File: config.mk
export PLATFORM = sky130hd
export DESIGN_NAME = dvgc_gain_ctrl
export DESIGN_NICKNAME = d
export VERILOG_FILES = /design/src/design/dvgc_pkg.sv /design/src/design/dvgc_sync.sv /design/src/design/dvgc_updn_step.sv /design/src/design/dvgc_gain_ctrl.sv
export SDC_FILE = /design/constraint.sdc
export NUM_CORES = 1
export LEC_CHECK = 0
export BUFFER_PORTS_ARGS = -buffer_cell sky130_fd_sc_hd__clkbuf_2
export CORE_ASPECT_RATIO = 1.25
export CORE_MARGIN = 2
export CORE_UTILIZATION = 50
export CTS_CLUSTER_DIAMETER = 80
export CTS_CLUSTER_SIZE = 14
export DETAILED_ROUTE_END_ITERATION = 6
export PLACE_DENSITY = 0.77
export SETUP_SLACK_MARGIN = 0.15
export SLEW_MARGIN = 25
export SYNTH_ARGS = -nofsm -noshare
export SYNTH_HDL_FRONTEND = slang
export SYNTH_SLANG_ARGS = --single-unit
export TNS_END_PERCENT = 30
File: constraint.sdc
create_clock -name clk -period 3.05 [get_ports clk]
set_input_delay 0.61 -clock clk [delete_from_list [all_inputs] [get_ports clk]]
set_output_delay 0.61 -clock clk [all_outputs]
set_load 0.02 [all_outputs]
File: src/design/dvgc_pkg.sv
// constants and types shared by the dual gain-control block
// assumes nothing of its surroundings; compiled before every module
package dvgc_pkg;

	// ==========================================================
	// gain code
	// ==========================================================
	localparam int         GAIN_W      = 6;      // code width
	localparam logic [5:0] GAIN_RESET  = 6'h3f;  // least gain at start
	localparam logic [5:0] GAIN_TOP    = 6'h3f;  // most attenuation
	localparam logic [5:0] GAIN_BOTTOM = 6'h00;  // least attenuation
	localparam logic [5:0] UPDN_BASE   = 6'h01;  // half a dB per code
	localparam logic [5:0] ATTACK_BASE = 6'h04;  // 2 dB in codes

	// ==========================================================
	// serial word layout
	// ==========================================================
	localparam int          WORD_W      = 16;       // word width
	localparam int          GAIN_LSB    = 0;        // gain bits 5:0
	localparam int          ATTACK_LSB  = 6;        // attack step 7:6
	localparam int          RW_BIT      = 15;       // read/write flag
	localparam logic [15:0] WORD_RESET  = 16'h003f; // gain 63, step 00
	localparam logic [4:0]  FRAME_BITS  = 5'h10;    // clocks per frame
	localparam logic [4:0]  FRAME_OVER  = 5'h11;    // too many clocks

	// ==========================================================
	// multifunction pin roles inside a channel's pin group
	// ==========================================================
	localparam int PIN_DIR    = 0;   // step direction
	localparam int PIN_CLK    = 1;   // step clock
	localparam int PIN_ATTACK = 2;   // fast attack trigger
	localparam int SYNC_W     = 25;  // all synchronised pins

	// ==========================================================
	// enumerations
	// ==========================================================
	typedef enum logic [1:0]
	{
		MODE_PAR  = 2'h0,
		MODE_SER  = 2'h1,
		MODE_UPDN = 2'h3
	} dvgc_mode_type;

	typedef enum logic [1:0]
	{
		FR_IDLE  = 2'h0,
		FR_WRITE = 2'h1,
		FR_READ  = 2'h3
	} dvgc_frame_type;

endpackage : dvgc_pkg

File: src/design/dvgc_sync.sv
// two-flop synchroniser for a vector of unrelated pin levels
// assumes each bit is a slow level; no bus coherence is promised
`timescale 1ns/1ns
`default_nettype none
module dvgc_sync
#(
	parameter int WIDTH = 1
)
(
	input  wire logic             clk,
	input  wire logic             arst_n,
	input  wire logic             clkEn,
	input  wire logic [WIDTH-1:0] pinIn,
	output logic      [WIDTH-1:0] synced
);

	// ==========================================================
	// checks
	// ==========================================================
	if (WIDTH < 1)
	begin : g_bad
		$error("dvgc_sync needs at least one bit");
	end

	logic [WIDTH-1:0] stage1;  // read by the second flop only

	// ==========================================================
	// flops
	// ==========================================================
	// both stages freeze with the clock enable
	always_ff @(posedge clk or negedge arst_n)
	begin
		if (!arst_n)
		begin
			stage1 <= '0;
			synced <= '0;
		end
		else if (clkEn)
		begin
			stage1 <= pinIn;
			synced <= stage1;
		end
	end

endmodule : dvgc_sync
`default_nettype wire

File: src/design/dvgc_updn_step.sv
// one channel's up/down stepper: edge finder, step and reset pattern
// assumes step clock and direction arrive already synchronised
`timescale 1ns/1ns
`default_nettype none
module dvgc_updn_step
	import dvgc_pkg::*;
(
	input  wire logic       clk,
	input  wire logic       arst_n,
	input  wire logic       clkEn,
	input  wire logic       enable,
	input  wire logic       stepClk,
	input  wire logic       stepDir,
	input  wire logic [1:0] stepSize,
	input  wire logic [5:0] curGain,
	output logic            stepValid,
	output logic      [5:0] stepCode
);

	// ==========================================================
	// state
	// ==========================================================
	logic       clkPrev;          // step clock one cycle ago
	logic       dirAtRise;        // direction caught on last rise
	logic       riseSeen;         // a rise happened in this mode
	logic       next_clkPrev;
	logic       next_dirAtRise;
	logic       next_riseSeen;
	logic       edgeRise;         // step clock went high
	logic       edgeFall;         // step clock went low
	logic [5:0] amount;           // codes per step

	// saturating move; up in gain means down in code
	function automatic logic [5:0] stepMove(input logic [5:0] cur,
		input logic [5:0] amt, input logic up);
		logic [6:0] sum;
		sum = {1'b0, cur} + {1'b0, amt};
		if (up)
			stepMove = (cur >= amt) ? cur - amt : GAIN_BOTTOM;
		else
			stepMove = sum[6] ? GAIN_TOP : sum[5:0];
	endfunction : stepMove

	// ==========================================================
	// next state
	// ==========================================================
	// both edges step; a falling edge whose direction differs from
	// the one caught on the rise is the reset pattern instead
	always_comb
	begin
		next_clkPrev   = stepClk;
		next_dirAtRise = dirAtRise;
		next_riseSeen  = riseSeen;
		edgeRise       = stepClk & ~clkPrev;
		edgeFall       = ~stepClk & clkPrev;
		amount         = UPDN_BASE << stepSize;
		stepValid      = 1'b0;
		stepCode       = curGain;
		if (!enable)
		begin
			// stale rises from another mode must not form a reset
			next_riseSeen = 1'b0;
		end
		else if (edgeRise)
		begin
			next_dirAtRise = stepDir;
			next_riseSeen  = 1'b1;
			stepValid      = 1'b1;
			stepCode       = stepMove(curGain, amount, stepDir);
		end
		else if (edgeFall)
		begin
			stepValid = 1'b1;
			if (riseSeen && (stepDir != dirAtRise))
				stepCode = GAIN_RESET;
			else
				stepCode = stepMove(curGain, amount, stepDir);
		end
	end

	// ==========================================================
	// flops
	// ==========================================================
	always_ff @(posedge clk or negedge arst_n)
	begin
		if (!arst_n)
		begin
			clkPrev   <= 1'b0;
			dirAtRise <= 1'b0;
			riseSeen  <= 1'b0;
		end
		else if (clkEn)
		begin
			clkPrev   <= next_clkPrev;
			dirAtRise <= next_dirAtRise;
			riseSeen  <= next_riseSeen;
		end
	end

	// ==========================================================
	// checks
	// ==========================================================
	property p_upNoWrap;
		@(posedge clk) disable iff (!arst_n)
		stepValid && stepDir && !edgeFall |-> stepCode <= curGain;
	endproperty
	a_upNoWrap: assert property (p_upNoWrap)
		else $error("upward step raised the code");

	property p_resetPattern;
		@(posedge clk) disable iff (!arst_n)
		enable && edgeFall && riseSeen && (stepDir != dirAtRise)
		|-> stepValid && (stepCode == 6'h3f);
	endproperty
	a_resetPattern: assert property (p_resetPattern)
		else $error("reset pattern did not force code 63");

endmodule : dvgc_updn_step
`default_nettype wire

File: src/design/dvgc_gain_ctrl.sv
// dual-channel gain-control logic: mode select, parallel latch,
// serial word with readback and fast attack, up/down stepping
// assumes every pin is asynchronous to clk and slow against it;
// the serial clock must stay under a quarter of the clk rate
//
// What this block does
// - two select pins pick parallel, serial, stepper
// - each channel holds a six-bit gain code
// - performance pin picks nominal or high performance
// - per-channel power-up pin enables that channel
// - shared pins routed by the selected interface
// - parallel mode: six-bit bus plus hold pin
// - transparent latch: gain follows parallel pins
// - closed latch: gain keeps captured value
// - hold low transparent, hold high closed
// - sixteen-bit word: gain, step, flag, spare
// - word bits zero to five hold gain
// - both selects low loads both channels
// - flag high arms sixteen-clock readback
// - attack step bits pick 2/4/8/16 dB
// - attack pin lowers gain by that step
// - each step-clock edge steps up or down
// - step-size pins pick 0.5/1/2/4 dB
// - stepping saturates at codes 0 and 63
// - opposite direction on rise/fall forces 63
// - code 0 is 20 dB, 0.5 dB steps
`timescale 1ns/1ns
`default_nettype none
module dvgc_gain_ctrl
	import dvgc_pkg::*;
(
	input  wire logic                    clk,
	input  wire logic                    arst_n,
	input  wire logic                    clkEn,
	input  wire logic                    ifaceSelLo,
	input  wire logic                    ifaceSelHi,
	input  wire logic                    perfModeSel,
	input  wire logic                    chanAPowerOn,
	input  wire logic                    chanBPowerOn,
	input  wire logic                    chanAHold,
	input  wire logic                    chanBHold,
	input  wire logic [5:0]              chanAParGain,
	input  wire logic [5:0]              chanBParGain,
	input  wire logic                    chanASelect_n,
	input  wire logic                    chanBSelect_n,
	input  wire logic                    serialClk,
	input  wire logic                    sdioIn,
	output logic                         sdioOut,
	output logic                         sdioOe_n,
	input  wire logic                    stepSizeHi,
	input  wire logic                    stepSizeLo,
	output logic      [5:0]              chanAGain,
	output logic      [5:0]              chanBGain,
	output logic                         chanAActive,
	output logic                         chanBActive,
	output logic                         perfHigh,
	output dvgc_pkg::dvgc_mode_type      ifaceMode
);

	// ==========================================================
	// synchronised pins
	// ==========================================================
	logic [SYNC_W-1:0] syncOut;     // all pins after two flops
	logic              sIfHi;       // upper interface select
	logic              sIfLo;       // lower interface select
	logic              sPerf;       // performance pin
	logic              sPwrA;       // channel a power-up
	logic              sPwrB;       // channel b power-up
	logic              sHold [2];   // hold pins
	logic [5:0]        sPar  [2];   // multifunction pin groups
	logic [1:0]        selLow;      // selects, active high here
	logic              sSelAn;      // channel a select, raw level
	logic              sSelBn;      // channel b select, raw level
	logic              sSclk;       // serial clock level
	logic              sSdio;       // serial data in
	logic [1:0]        sStep;       // step-size pins

	dvgc_sync #(
		.WIDTH (SYNC_W)
	) u_sync (
		.clk    (clk),
		.arst_n (arst_n),
		.clkEn  (clkEn),
		.pinIn  ({ifaceSelHi, ifaceSelLo, perfModeSel, chanAPowerOn,
			chanBPowerOn, chanAHold, chanBHold, chanAParGain,
			chanBParGain, chanASelect_n, chanBSelect_n, serialClk,
			sdioIn, stepSizeHi, stepSizeLo}),
		.synced (syncOut)
	);

	assign {sIfHi, sIfLo, sPerf, sPwrA, sPwrB, sHold[0], sHold[1],
		sPar[0], sPar[1], sSelAn, sSelBn, sSclk, sSdio,
		sStep} = syncOut;
	assign selLow = {~sSelBn, ~sSelAn};

	// pins common to all interfaces go straight out of flops
	assign perfHigh    = sPerf;
	assign chanAActive = sPwrA;
	assign chanBActive = sPwrB;

	// ==========================================================
	// interface select
	// ==========================================================
	dvgc_mode_type mode;       // registered interface
	dvgc_mode_type next_mode;

	// upper select alone decides stepper mode
	always_comb
	begin
		if (sIfHi)
			next_mode = MODE_UPDN;
		else if (sIfLo)
			next_mode = MODE_SER;
		else
			next_mode = MODE_PAR;
	end

	always_ff @(posedge clk or negedge arst_n)
	begin
		if (!arst_n)
			mode <= MODE_PAR;
		else if (clkEn)
			mode <= next_mode;
	end

	assign ifaceMode = mode;

	// ==========================================================
	// serial frame
	// ==========================================================
	dvgc_frame_type frame;            // frame in progress
	dvgc_frame_type next_frame;
	logic [4:0]     bitCnt;           // rising clocks this frame
	logic [4:0]     next_bitCnt;
	logic [15:0]    shiftIn;          // incoming word, msb first
	logic [15:0]    next_shiftIn;
	logic [1:0]     frameSel;         // channels selected in frame
	logic [1:0]     next_frameSel;
	logic [15:0]    word [2];         // stored word per channel
	logic [15:0]    next_word [2];
	logic [1:0]     readArm;          // readback pending
	logic [1:0]     next_readArm;
	logic           rdCh;             // channel being read
	logic           next_rdCh;
	logic [15:0]    readShift;        // outgoing word
	logic [15:0]    next_readShift;
	logic           oeN;              // data pin driver, active low
	logic           next_oeN;
	logic [1:0]     loadPulse;        // word accepted, apply gain
	logic [1:0]     next_loadPulse;
	logic           sclkPrev;         // serial clock one cycle ago
	logic           sclkRise;
	logic           sclkFall;
	logic           serMode;

	assign serMode  = (mode == MODE_SER);
	assign sclkRise = sSclk & ~sclkPrev;
	assign sclkFall = ~sSclk & sclkPrev;
	assign sdioOut  = readShift[WORD_W-1];
	assign sdioOe_n = oeN;

	// a frame runs from the first select falling to both high;
	// anything other than exactly sixteen clocks is dropped
	always_comb
	begin
		next_frame     = frame;
		next_bitCnt    = bitCnt;
		next_shiftIn   = shiftIn;
		next_frameSel  = frameSel;
		next_word      = word;
		next_readArm   = readArm;
		next_rdCh      = rdCh;
		next_readShift = readShift;
		next_loadPulse = 2'h0;
		case (frame)
			FR_IDLE:
			begin
				if (serMode && (selLow != 2'h0))
				begin
					next_bitCnt   = 5'h00;
					next_frameSel = selLow;
					// one channel only may answer the shared line
					if (selLow[0] && readArm[0])
					begin
						next_frame     = FR_READ;
						next_rdCh      = 1'b0;
						next_readShift = word[0];
					end
					else if (selLow[1] && readArm[1])
					begin
						next_frame     = FR_READ;
						next_rdCh      = 1'b1;
						next_readShift = word[1];
					end
					else
						next_frame = FR_WRITE;
				end
			end
			FR_WRITE:
			begin
				if (!serMode)
					next_frame = FR_IDLE;
				else if (selLow == 2'h0)
				begin
					next_frame = FR_IDLE;
					if (bitCnt == FRAME_BITS)
					begin
						if (shiftIn[RW_BIT])
							next_readArm = readArm | frameSel;
						else
						begin
							for (int i = 0; i < 2; i++)
							begin
								// every selected channel takes it
								if (frameSel[i])
								begin
									next_word[i] = {1'b0,
										shiftIn[RW_BIT-1:0]};
									next_loadPulse[i] = 1'b1;
								end
							end
						end
					end
				end
				else
				begin
					next_frameSel = frameSel | selLow;
					if (sclkRise)
					begin
						next_shiftIn = {shiftIn[WORD_W-2:0], sSdio};
						if (bitCnt != FRAME_OVER)
							next_bitCnt = bitCnt + 5'h01;
					end
				end
			end
			FR_READ:
			begin
				if (!serMode)
					next_frame = FR_IDLE;
				else if (selLow == 2'h0)
				begin
					next_frame = FR_IDLE;
					// a short read leaves the readback armed
					if (bitCnt == FRAME_BITS)
						next_readArm[rdCh] = 1'b0;
				end
				else
				begin
					if (sclkRise && (bitCnt != FRAME_OVER))
						next_bitCnt = bitCnt + 5'h01;
					// master samples on rise, so change on fall
					if (sclkFall)
						next_readShift = {readShift[WORD_W-2:0],
							1'b0};
				end
			end
			default:
				next_frame = FR_IDLE;
		endcase
		next_oeN = (next_frame != FR_READ);
	end

	always_ff @(posedge clk or negedge arst_n)
	begin
		if (!arst_n)
		begin
			frame     <= FR_IDLE;
			bitCnt    <= 5'h00;
			shiftIn   <= 16'h0000;
			frameSel  <= 2'h0;
			word[0]   <= WORD_RESET;
			word[1]   <= WORD_RESET;
			readArm   <= 2'h0;
			rdCh      <= 1'b0;
			readShift <= 16'h0000;
			oeN       <= 1'b1;
			loadPulse <= 2'h0;
			sclkPrev  <= 1'b0;
		end
		else if (clkEn)
		begin
			frame     <= next_frame;
			bitCnt    <= next_bitCnt;
			shiftIn   <= next_shiftIn;
			frameSel  <= next_frameSel;
			word      <= next_word;
			readArm   <= next_readArm;
			rdCh      <= next_rdCh;
			readShift <= next_readShift;
			oeN       <= next_oeN;
			loadPulse <= next_loadPulse;
			sclkPrev  <= sSclk;
		end
	end

	// ==========================================================
	// up/down steppers, one per channel
	// ==========================================================
	logic [1:0] stepValid;       // a step edge this cycle
	logic [5:0] stepCode [2];    // code after that step
	logic [5:0] gain [2];        // held gain codes
	logic [5:0] next_gain [2];

	for (genvar g = 0; g < 2; g++)
	begin : g_step
		// pin roles switch with the mode
		dvgc_updn_step u_step (
			.clk       (clk),
			.arst_n    (arst_n),
			.clkEn     (clkEn),
			.enable    (mode == MODE_UPDN),
			.stepClk   (sPar[g][PIN_CLK]),
			.stepDir   (sPar[g][PIN_DIR]),
			.stepSize  (sStep),
			.curGain   (gain[g]),
			.stepValid (stepValid[g]),
			.stepCode  (stepCode[g])
		);
	end

	// ==========================================================
	// gain codes
	// ==========================================================
	logic [1:0] trigPrev;        // attack pin one cycle ago
	logic [1:0] next_trigPrev;
	logic [1:0] attackRise;      // attack pin went high
	logic [6:0] attackSum;       // wide sum to catch overflow
	logic [5:0] attackAmt;       // attack step in codes

	// one attack step per rising trigger, so a held pin does not
	// ramp the channel down to the bottom of the range
	always_comb
	begin
		attackSum = 7'h00;
		attackAmt = 6'h00;
		for (int i = 0; i < 2; i++)
		begin
			next_gain[i]     = gain[i];
			next_trigPrev[i] = sPar[i][PIN_ATTACK];
			attackRise[i]    = sPar[i][PIN_ATTACK] & ~trigPrev[i];
			case (mode)
				MODE_PAR:
				begin
					if (!sHold[i])
						next_gain[i] = sPar[i];
				end
				MODE_SER:
				begin
					if (loadPulse[i])
						next_gain[i] = word[i][GAIN_LSB +: GAIN_W];
					else if (attackRise[i])
					begin
						attackAmt = ATTACK_BASE <<
							word[i][ATTACK_LSB +: 2];
						attackSum = {1'b0, gain[i]} + {1'b0, attackAmt};
						next_gain[i] = attackSum[6] ? GAIN_TOP
							: attackSum[5:0];
					end
				end
				MODE_UPDN:
				begin
					if (stepValid[i])
						next_gain[i] = stepCode[i];
				end
				default:
					next_gain[i] = gain[i];
			endcase
		end
	end

	always_ff @(posedge clk or negedge arst_n)
	begin
		if (!arst_n)
		begin
			gain[0]  <= GAIN_RESET;
			gain[1]  <= GAIN_RESET;
			trigPrev <= 2'h0;
		end
		else if (clkEn)
		begin
			gain     <= next_gain;
			trigPrev <= next_trigPrev;
		end
	end

	// code 0 is the highest gain; the analog side maps it
	assign chanAGain = gain[0];
	assign chanBGain = gain[1];

	// ==========================================================
	// checks
	// ==========================================================
	property p_modeHi;
		@(posedge clk) disable iff (!arst_n)
		clkEn && sIfHi |=> mode == MODE_UPDN;
	endproperty
	a_modeHi: assert property (p_modeHi)
		else $error("upper select did not pick the stepper");

	property p_transparent;
		@(posedge clk) disable iff (!arst_n)
		clkEn && mode == MODE_PAR && !sHold[0]
		|=> gain[0] == $past(sPar[0]);
	endproperty
	a_transparent: assert property (p_transparent)
		else $error("open latch did not follow the pins");

	property p_latched;
		@(posedge clk) disable iff (!arst_n)
		mode == MODE_PAR && sHold[1] |=> gain[1] == $past(gain[1]);
	endproperty
	a_latched: assert property (p_latched)
		else $error("closed latch let the gain move");

	property p_loadAtEnd;
		@(posedge clk) disable iff (!arst_n)
		loadPulse[0] |-> $past(frame) == FR_WRITE
			&& $past(bitCnt) == 5'h10 && frame == FR_IDLE;
	endproperty
	a_loadAtEnd: assert property (p_loadAtEnd)
		else $error("gain loaded outside a full frame end");

	property p_bothLoad;
		@(posedge clk) disable iff (!arst_n)
		loadPulse[0] && $past(frameSel) == 2'h3 |-> loadPulse[1];
	endproperty
	a_bothLoad: assert property (p_bothLoad)
		else $error("dual select loaded one channel only");

	property p_readDrive;
		@(posedge clk) disable iff (!arst_n)
		(frame == FR_READ) |-> !sdioOe_n ##1 (frame != FR_READ
			|| !sdioOe_n);
	endproperty
	a_readDrive: assert property (p_readDrive)
		else $error("data pin not driven during readback");

	property p_attackClamp;
		@(posedge clk) disable iff (!arst_n)
		clkEn && serMode && attackRise[0] && !loadPulse[0]
		|=> gain[0] >= $past(gain[0]) && gain[0] != $past(gain[0])
			|| $past(gain[0]) == 6'h3f;
	endproperty
	a_attackClamp: assert property (p_attackClamp)
		else $error("fast attack wrapped or did not move");

endmodule : dvgc_gain_ctrl
`default_nettype wire

### After elaboration in Yosys (flattened, before gate mapping)

Index checks and enable logic that the tools add are counted.

* register bits: 150
* input port bits: 28
* output and inout port bits: 19
* logic and storage cells: 209

* add/sub/neg operators: 7
* order comparisons: 4
* equal/unequal tests: 34
* shifts and indexed selects: 3
* muxes and demuxes: 81
* bitwise gates (word level): 24
* reduce and logical (&&, ||, !) cells: 32

Operator list (number)
* $mux 6: 22
* $mux 16: 6
* $mux 2: 21
* $mux 5: 8
* $ne 2x2->1 const B: 19
* $pmux 6 s3: 2
* $pmux 16 s2: 1
* $add 6x6->7: 4
* $reduce_and 7->1: 3
* $mux 1: 16
* $pmux 5 s3: 1
* $ge 6x6->1: 2
* $not 1->1: 12
* $pmux 2 s2: 3
* $reduce_and 6->1: 2
* $shl 3x2->6 const A: 2
* $sub 6x6->6: 2
* $reduce_and 10->1: 1
* $reduce_and 5->1: 2
* $reduce_bool 2->1: 5
* $reduce_and 9->1: 1
* $and 1x1->1: 8
* $logic_and 1x1->1: 7
* $logic_not 2->1: 3
* 22 further kinds: 32

### Logic depth before layout (Yosys ltp)

* depth after elaboration: 10
* mapped depth: 10
* mapped depth without buffers: 10

### Hierarchy

Synthesis repeated with hierarchy kept, for this count alone.

* cells, all modules: 747
* area, all modules: 8471.9 um^2

Modules (own cells, without submodules)
* dvgc_gain_ctrl: instances 1, cells an instance 441, area an instance 4874.7 um^2, seq. area each 2383.5 um^2
* dvgc_sync: instances 1, cells an instance 106, area an instance 2113.3 um^2, seq. area each 1251.2 um^2
* dvgc_updn_step: instances 2, cells an instance 100, area an instance 742.0 um^2, seq. area each 75.1 um^2

### Least setup slack after synthesis

No wires, ideal clock.

* path kind: reg-to-reg
* start point: register u_sync.synced[1]
* end point: register gain, in the netlist chanBGain[3]
* library setup time: 82 ps
* arrival: 2432 ps
* required time: 2968 ps
* slack: 536 ps
* stages on the path, launching flop included: 10
* buffers on the path: 0
* period minus slack after synthesis: 2514 ps
* cells stage by stage: dfrtp_1 > nand2b_1 > inv_1 > fa_1 > or2b_1 > a2111oi_2 > or4_1 > a31oi_1 > o221ai_1 > mux2_2

* longest elaborated chain between the ends: 9
* elaborated cells on any way between the ends: 12
* classes of those cells: add/sub: 2; order compare: 1; shift: 1; mux: 8

RTL lines
* from (decl): RTL line dvgc_sync.sv:14 `output logic [WIDTH-1:0] synced`
* from (signal assigned): RTL line dvgc_sync.sv:41 `synced <= stage1;`
* $shl 1x2->6 *: RTL line dvgc_updn_step.sv:56 `amount = UPDN_BASE << stepSize;`
* $add 6x6->7 (tied with other cells): RTL line dvgc_updn_step.sv:37 `sum = {1'b0, cur} + {1'b0, amt};`
* $mux 6, on equally long branches: RTL line dvgc_updn_step.sv:41, dvgc_updn_step.sv:39
* $mux 6 *: RTL line dvgc_updn_step.sv:38 `if (up)`
* $mux 6: RTL line dvgc_updn_step.sv:74 `if (riseSeen && (stepDir != dirAtRise))`
* $mux 6: RTL line dvgc_updn_step.sv:71 `else if (edgeFall)`
* $mux 6 *: RTL line dvgc_updn_step.sv:64 `else if (edgeRise)`
* $mux 6 *: RTL line dvgc_gain_ctrl.sv:362 `if (stepValid[i])`
* $pmux 6 s3 *: RTL line dvgc_gain_ctrl.sv:341 `case (mode)`
* to (signal assigned): RTL line dvgc_gain_ctrl.sv:381 `gain <= next_gain;`
* to (decl): RTL line dvgc_gain_ctrl.sv:301 `logic [5:0] gain [2];`

Mark *: on every way between the ends. The rest lies on a longest branch, timed or not. The select of a mux whose other input is x is not followed.
A chain may end at the register's enable or synchronous reset.

### Worst setup path after layout

* start point: register u_sync.synced[0]
* end point: register gain, in the netlist chanBGain[3]

Same word-level chain as after synthesis.

==> flow_metrics.tcl <==
set metrics [dict create \
    antenna_found_initial 0 \
    die_w_um 117 \
    maxSlewHeadroom_pct 52.5 \
    drt-met1-wl_um 7050 \
    clock_sink_count 150 \
    numCtsBuffers 17 \
    cts_htree_levels 4 \
    initialDrtViolationCount 410 \
    placementRows 51 \
    total_leakage_power_uw 0.00403 \
    post_route_drc 0 \
    synth_top_cells_by_area "sky130_fd_sc_hd__dfrtp_1 39%, sky130_fd_sc_hd__mux2_2 13%, sky130_fd_sc_hd__dfstp_2 8.3%, sky130_fd_sc_hd__ha_1 4.7%, sky130_fd_sc_hd__o21ai_0 3.0%" \
    top_layer_used "met4" \
    die_y_um 145 \
    synth_edf_count 0 \
    drt_pre_antenna_iters 5 \
    number_of_synthesized_register_bits 150 \
    critical_path.max_stage_delay_ns 0.44 \
    fin_setup_tns_ns 0 \
    fraction_of_layout_cells_with_a_size_suffix_above_1_pct 29.4 \
    report.final.setup_viol 0 \
    postCtsResizedCells 0 \
    worst-r2r-cell-count 10 \
    final_common_cell "sky130_fd_sc_hd__dfrtp_1" \
    initial_core_util_pct 50.9 \
    slew_violations 0 \
    placement.cell_area_um2 8360 \
    dieArea_um2 16900 \
    r2r_setup_slack_ns 0.32 \
    crit-reg2reg-launch "u_sync.synced[0]" \
    timing.final.hold_violations 0 \
    timing.critical_path.buf_inv 1 \
    setup_crit_end "chanBGain[3]" \
    synth_cells 721 \
    synth.largest_area_cell "sky130_fd_sc_hd__dfrtp_1" \
    critical_path_peak_fanout 5 \
    max_cap_viol_count 0 \
    dp_hpwl_um 11900 \
    route.vias.total 5688 \
    timing.critical_path.required_ns 3.39 \
    sequential_share_of_the_synthesized_area_pct 47.8 \
    cts_hold_repair_buffers 0 \
    wl_met2_um 9070 \
    power.internal_uw 4380 \
    first_global_vias 5819 \
    portBuffers 46 \
    synth-async-reset-ratio_pct 100 \
    cts_tree "built" \
    layout.cell_area.non_filler_um2 8970 \
    path_clk_slew_ns 0.06 \
    finalWirelength_um 17000 \
    power_frac_clock_pct 31.5 \
    netSwitchingPower_uw 2270 \
    critical_path_cell_count 10 \
    standard_cell_with_the_maximum_stage_delay_on_the_critical_path "sky130_fd_sc_hd__fa_1" \
    peakVddDrop_mv 0.379 \
    root_buffer "sky130_fd_sc_hd__clkbuf_16" \
    count_of_nets_after_finishing 828 \
    largest_net_degree_at_the_start_of_global_routing 57 \
    ant_nets 0 \
    max_freq_mhz 366 \
    critical_path_cell_by_cell "nor2_2 -> ha_1 -> inv_1 -> fa_1 -> a21o_1 -> a211oi_4 -> a31oi_1 -> a31oi_1 -> o221ai_1 -> mux2_2" \
    ys_types 81 \
    detailed_routed_wire_length_on_met3_um 483 \
    rsz0062_at_grt "no" \
    worstHoldPathType "in2async" \
    synth-main-ff-cell "sky130_fd_sc_hd__dfrtp_1" \
    skew_ns 0.00809 \
    worstMarginPinSlew_ns 0.706 \
    synth_top_cell_area_share_pct 39.5 \
    p_sw_share_pct 34.1 \
    antenna_cells 0 \
    wl_per_cell_um 17.2 \
    comb_power_share_pct 29.2 \
    endpoint_arrival_time_on_the_critical_path_ns 3.07 \
    clockBufferDepth 2 \
    crit_path_frequent_cell "sky130_fd_sc_hd__a31oi_1" \
    part_of_the_cycle_the_worst_path_needs_pct 89.5 \
    globalRoute.totalOverflow 0 \
    synth_nets 785 \
    power_density_nw_per_um2 742 \
    timing.critical_path.to_type "register" \
    synth_warnings 0 \
    critPathLaunch "u_sync.synced[0]" \
    avgViaCountPerCell 5.76 \
    core-area_um2 15600 \
    critical_path.top_delay_family "compound AO/OA/AOI/OAI gates" \
    groute.usage.overall_pct 21.5 \
    part_of_the_power_in_registers_pct 39.3 \
    status "complete, no violations" \
    synthesis.area_per_instance_um2 11.0 \
    final.hold.worst_slack_ns 0.0956 \
    clk_latency_ns 0.42 \
    setup.worst_path.class "reg2reg" \
    layout_min_cycle_time_ns 2.73 \
    layout-area-overhead-vs-synth_pct 13.2 \
    finalWeightedCongestion 0.902 \
    start_kind "register" \
    most-common-layout-cells "125 x sky130_fd_sc_hd__dfrtp_1, 94 x sky130_fd_sc_hd__mux2_2, 52 x sky130_fd_sc_hd__nand2_1, 47 x sky130_fd_sc_hd__o21ai_0, 45 x sky130_fd_sc_hd__a21oi_1" \
    top_level_ports 47 \
    synth.cell_area_um2 7920 \
    rr_endpoint "chanBGain[3]" \
    post_cts.repair.setup_buffers 0 \
    grt_first_pass_wirelength_um 28400 \
]
state kept, by name, summed over array words and instances (netlist names):
signal,flops
readArm,2
readShift,16
ifaceMode,2
frame,2
shiftIn,16
chanBGain,6
frameSel,2
sclkPrev,1
word,30
sdioOe_n,1
bitCnt,5
loadPulse,2
u_sync.stage1,25
g_step.u_step.clkPrev,2
g_step.u_step.riseSeen,2
g_step.u_step.dirAtRise,2
chanAGain,6
trigPrev,2
u_sync.synced,25
rdCh,1
final cells by class:
cell class | instances | area (µm²)
clock buffers | 19 | 453
clock inverters | 12 | 144
fillers | 1297 | 6600
inverters | 36 | 135
multi-input cells | 500 | 3840
flip-flops and latches | 150 | 3780
well taps | 212 | 265
repair buffers | 59 | 349
metrics by stage:
step / setup WS [ns] / cells / total power (µW) / util [%]
after detailed placement: 0.259 / 957 / 4540 / 53.7
after floorplan: 0.536 / 721 / 4000 / -
after global routing: 0.156 / 988 / 7010 / 57.6
final: 0.320 / 988 / 6650 / 57.6
after global placement: 0.345 / 957 / 4500 / 53.7
after CTS: 0.243 / 988 / 6650 / 57.5
per-layer routing:
metal,global-route usage (%),vias up
li1,-,2676
met1,26.0,2864
met2,38.0,117
met3,3.83,31
met4,8.36,0
met5,0,-
how the worst min path moves through the flow:
stage                       from           endpoint  slack [ns]  depth (start not counted)
5_1_grt                   arst_n  u_sync.stage1[16]        0.11                          1
3_3_place_gp        readShift[0]       readShift[0]        0.46                          2
3_5_place_dp   u_sync.stage1[14]  u_sync.synced[14]        0.47                          2
2_1_floorplan             arst_n          bitCnt[0]        0.31                          0
6_report                  arst_n  u_sync.synced[16]         0.1                          1
4_1_cts                   arst_n  u_sync.synced[16]         0.1                          1
kinds of logic after synthesis:
| group | synth area share [%] |
|---|---|
| muxes | 15.6 |
| and+or+nand+nor | 11.0 |
| xor gates and xnor gates | 0.995 |
| adders and majority gates | 6.26 |
| AOI/OAI and AO/OA | 14.4 |
| buffers and inverters | 3.97 |
| DFF | 47.8 |
power by group through the flow:
stage	clock [µW]	combinational [µW]	sequential, µW
finish	2100	1950	2610
global route	2210	2160	2640
CTS	2120	1920	2600
detailed placement	0	1910	2640
global placement	0	1880	2620
floorplan	0	1390	2610
synthesized netlist by cell type, types with 7 or more instances:
cell type and instances:
sky130_fd_sc_hd__nor2_1 44, sky130_fd_sc_hd__nor2b_1 11, sky130_fd_sc_hd__o221ai_1 7, sky130_fd_sc_hd__o21ai_0 47, sky130_fd_sc_hd__nor3_1 10, sky130_fd_sc_hd__inv_1 35, sky130_fd_sc_hd__ha_1 30, sky130_fd_sc_hd__clkbuf_1 17
sky130_fd_sc_hd__nand3_1 11, sky130_fd_sc_hd__mux2_2 94, sky130_fd_sc_hd__buf_2 7, sky130_fd_sc_hd__a21o_1 8, sky130_fd_sc_hd__mux2i_1 15, sky130_fd_sc_hd__a21oi_1 45, sky130_fd_sc_hd__dfrtp_1 125, sky130_fd_sc_hd__nand2_1 52
sky130_fd_sc_hd__dfstp_2 25, sky130_fd_sc_hd__nand2b_1 9
(Power assumes the default switching activity.)
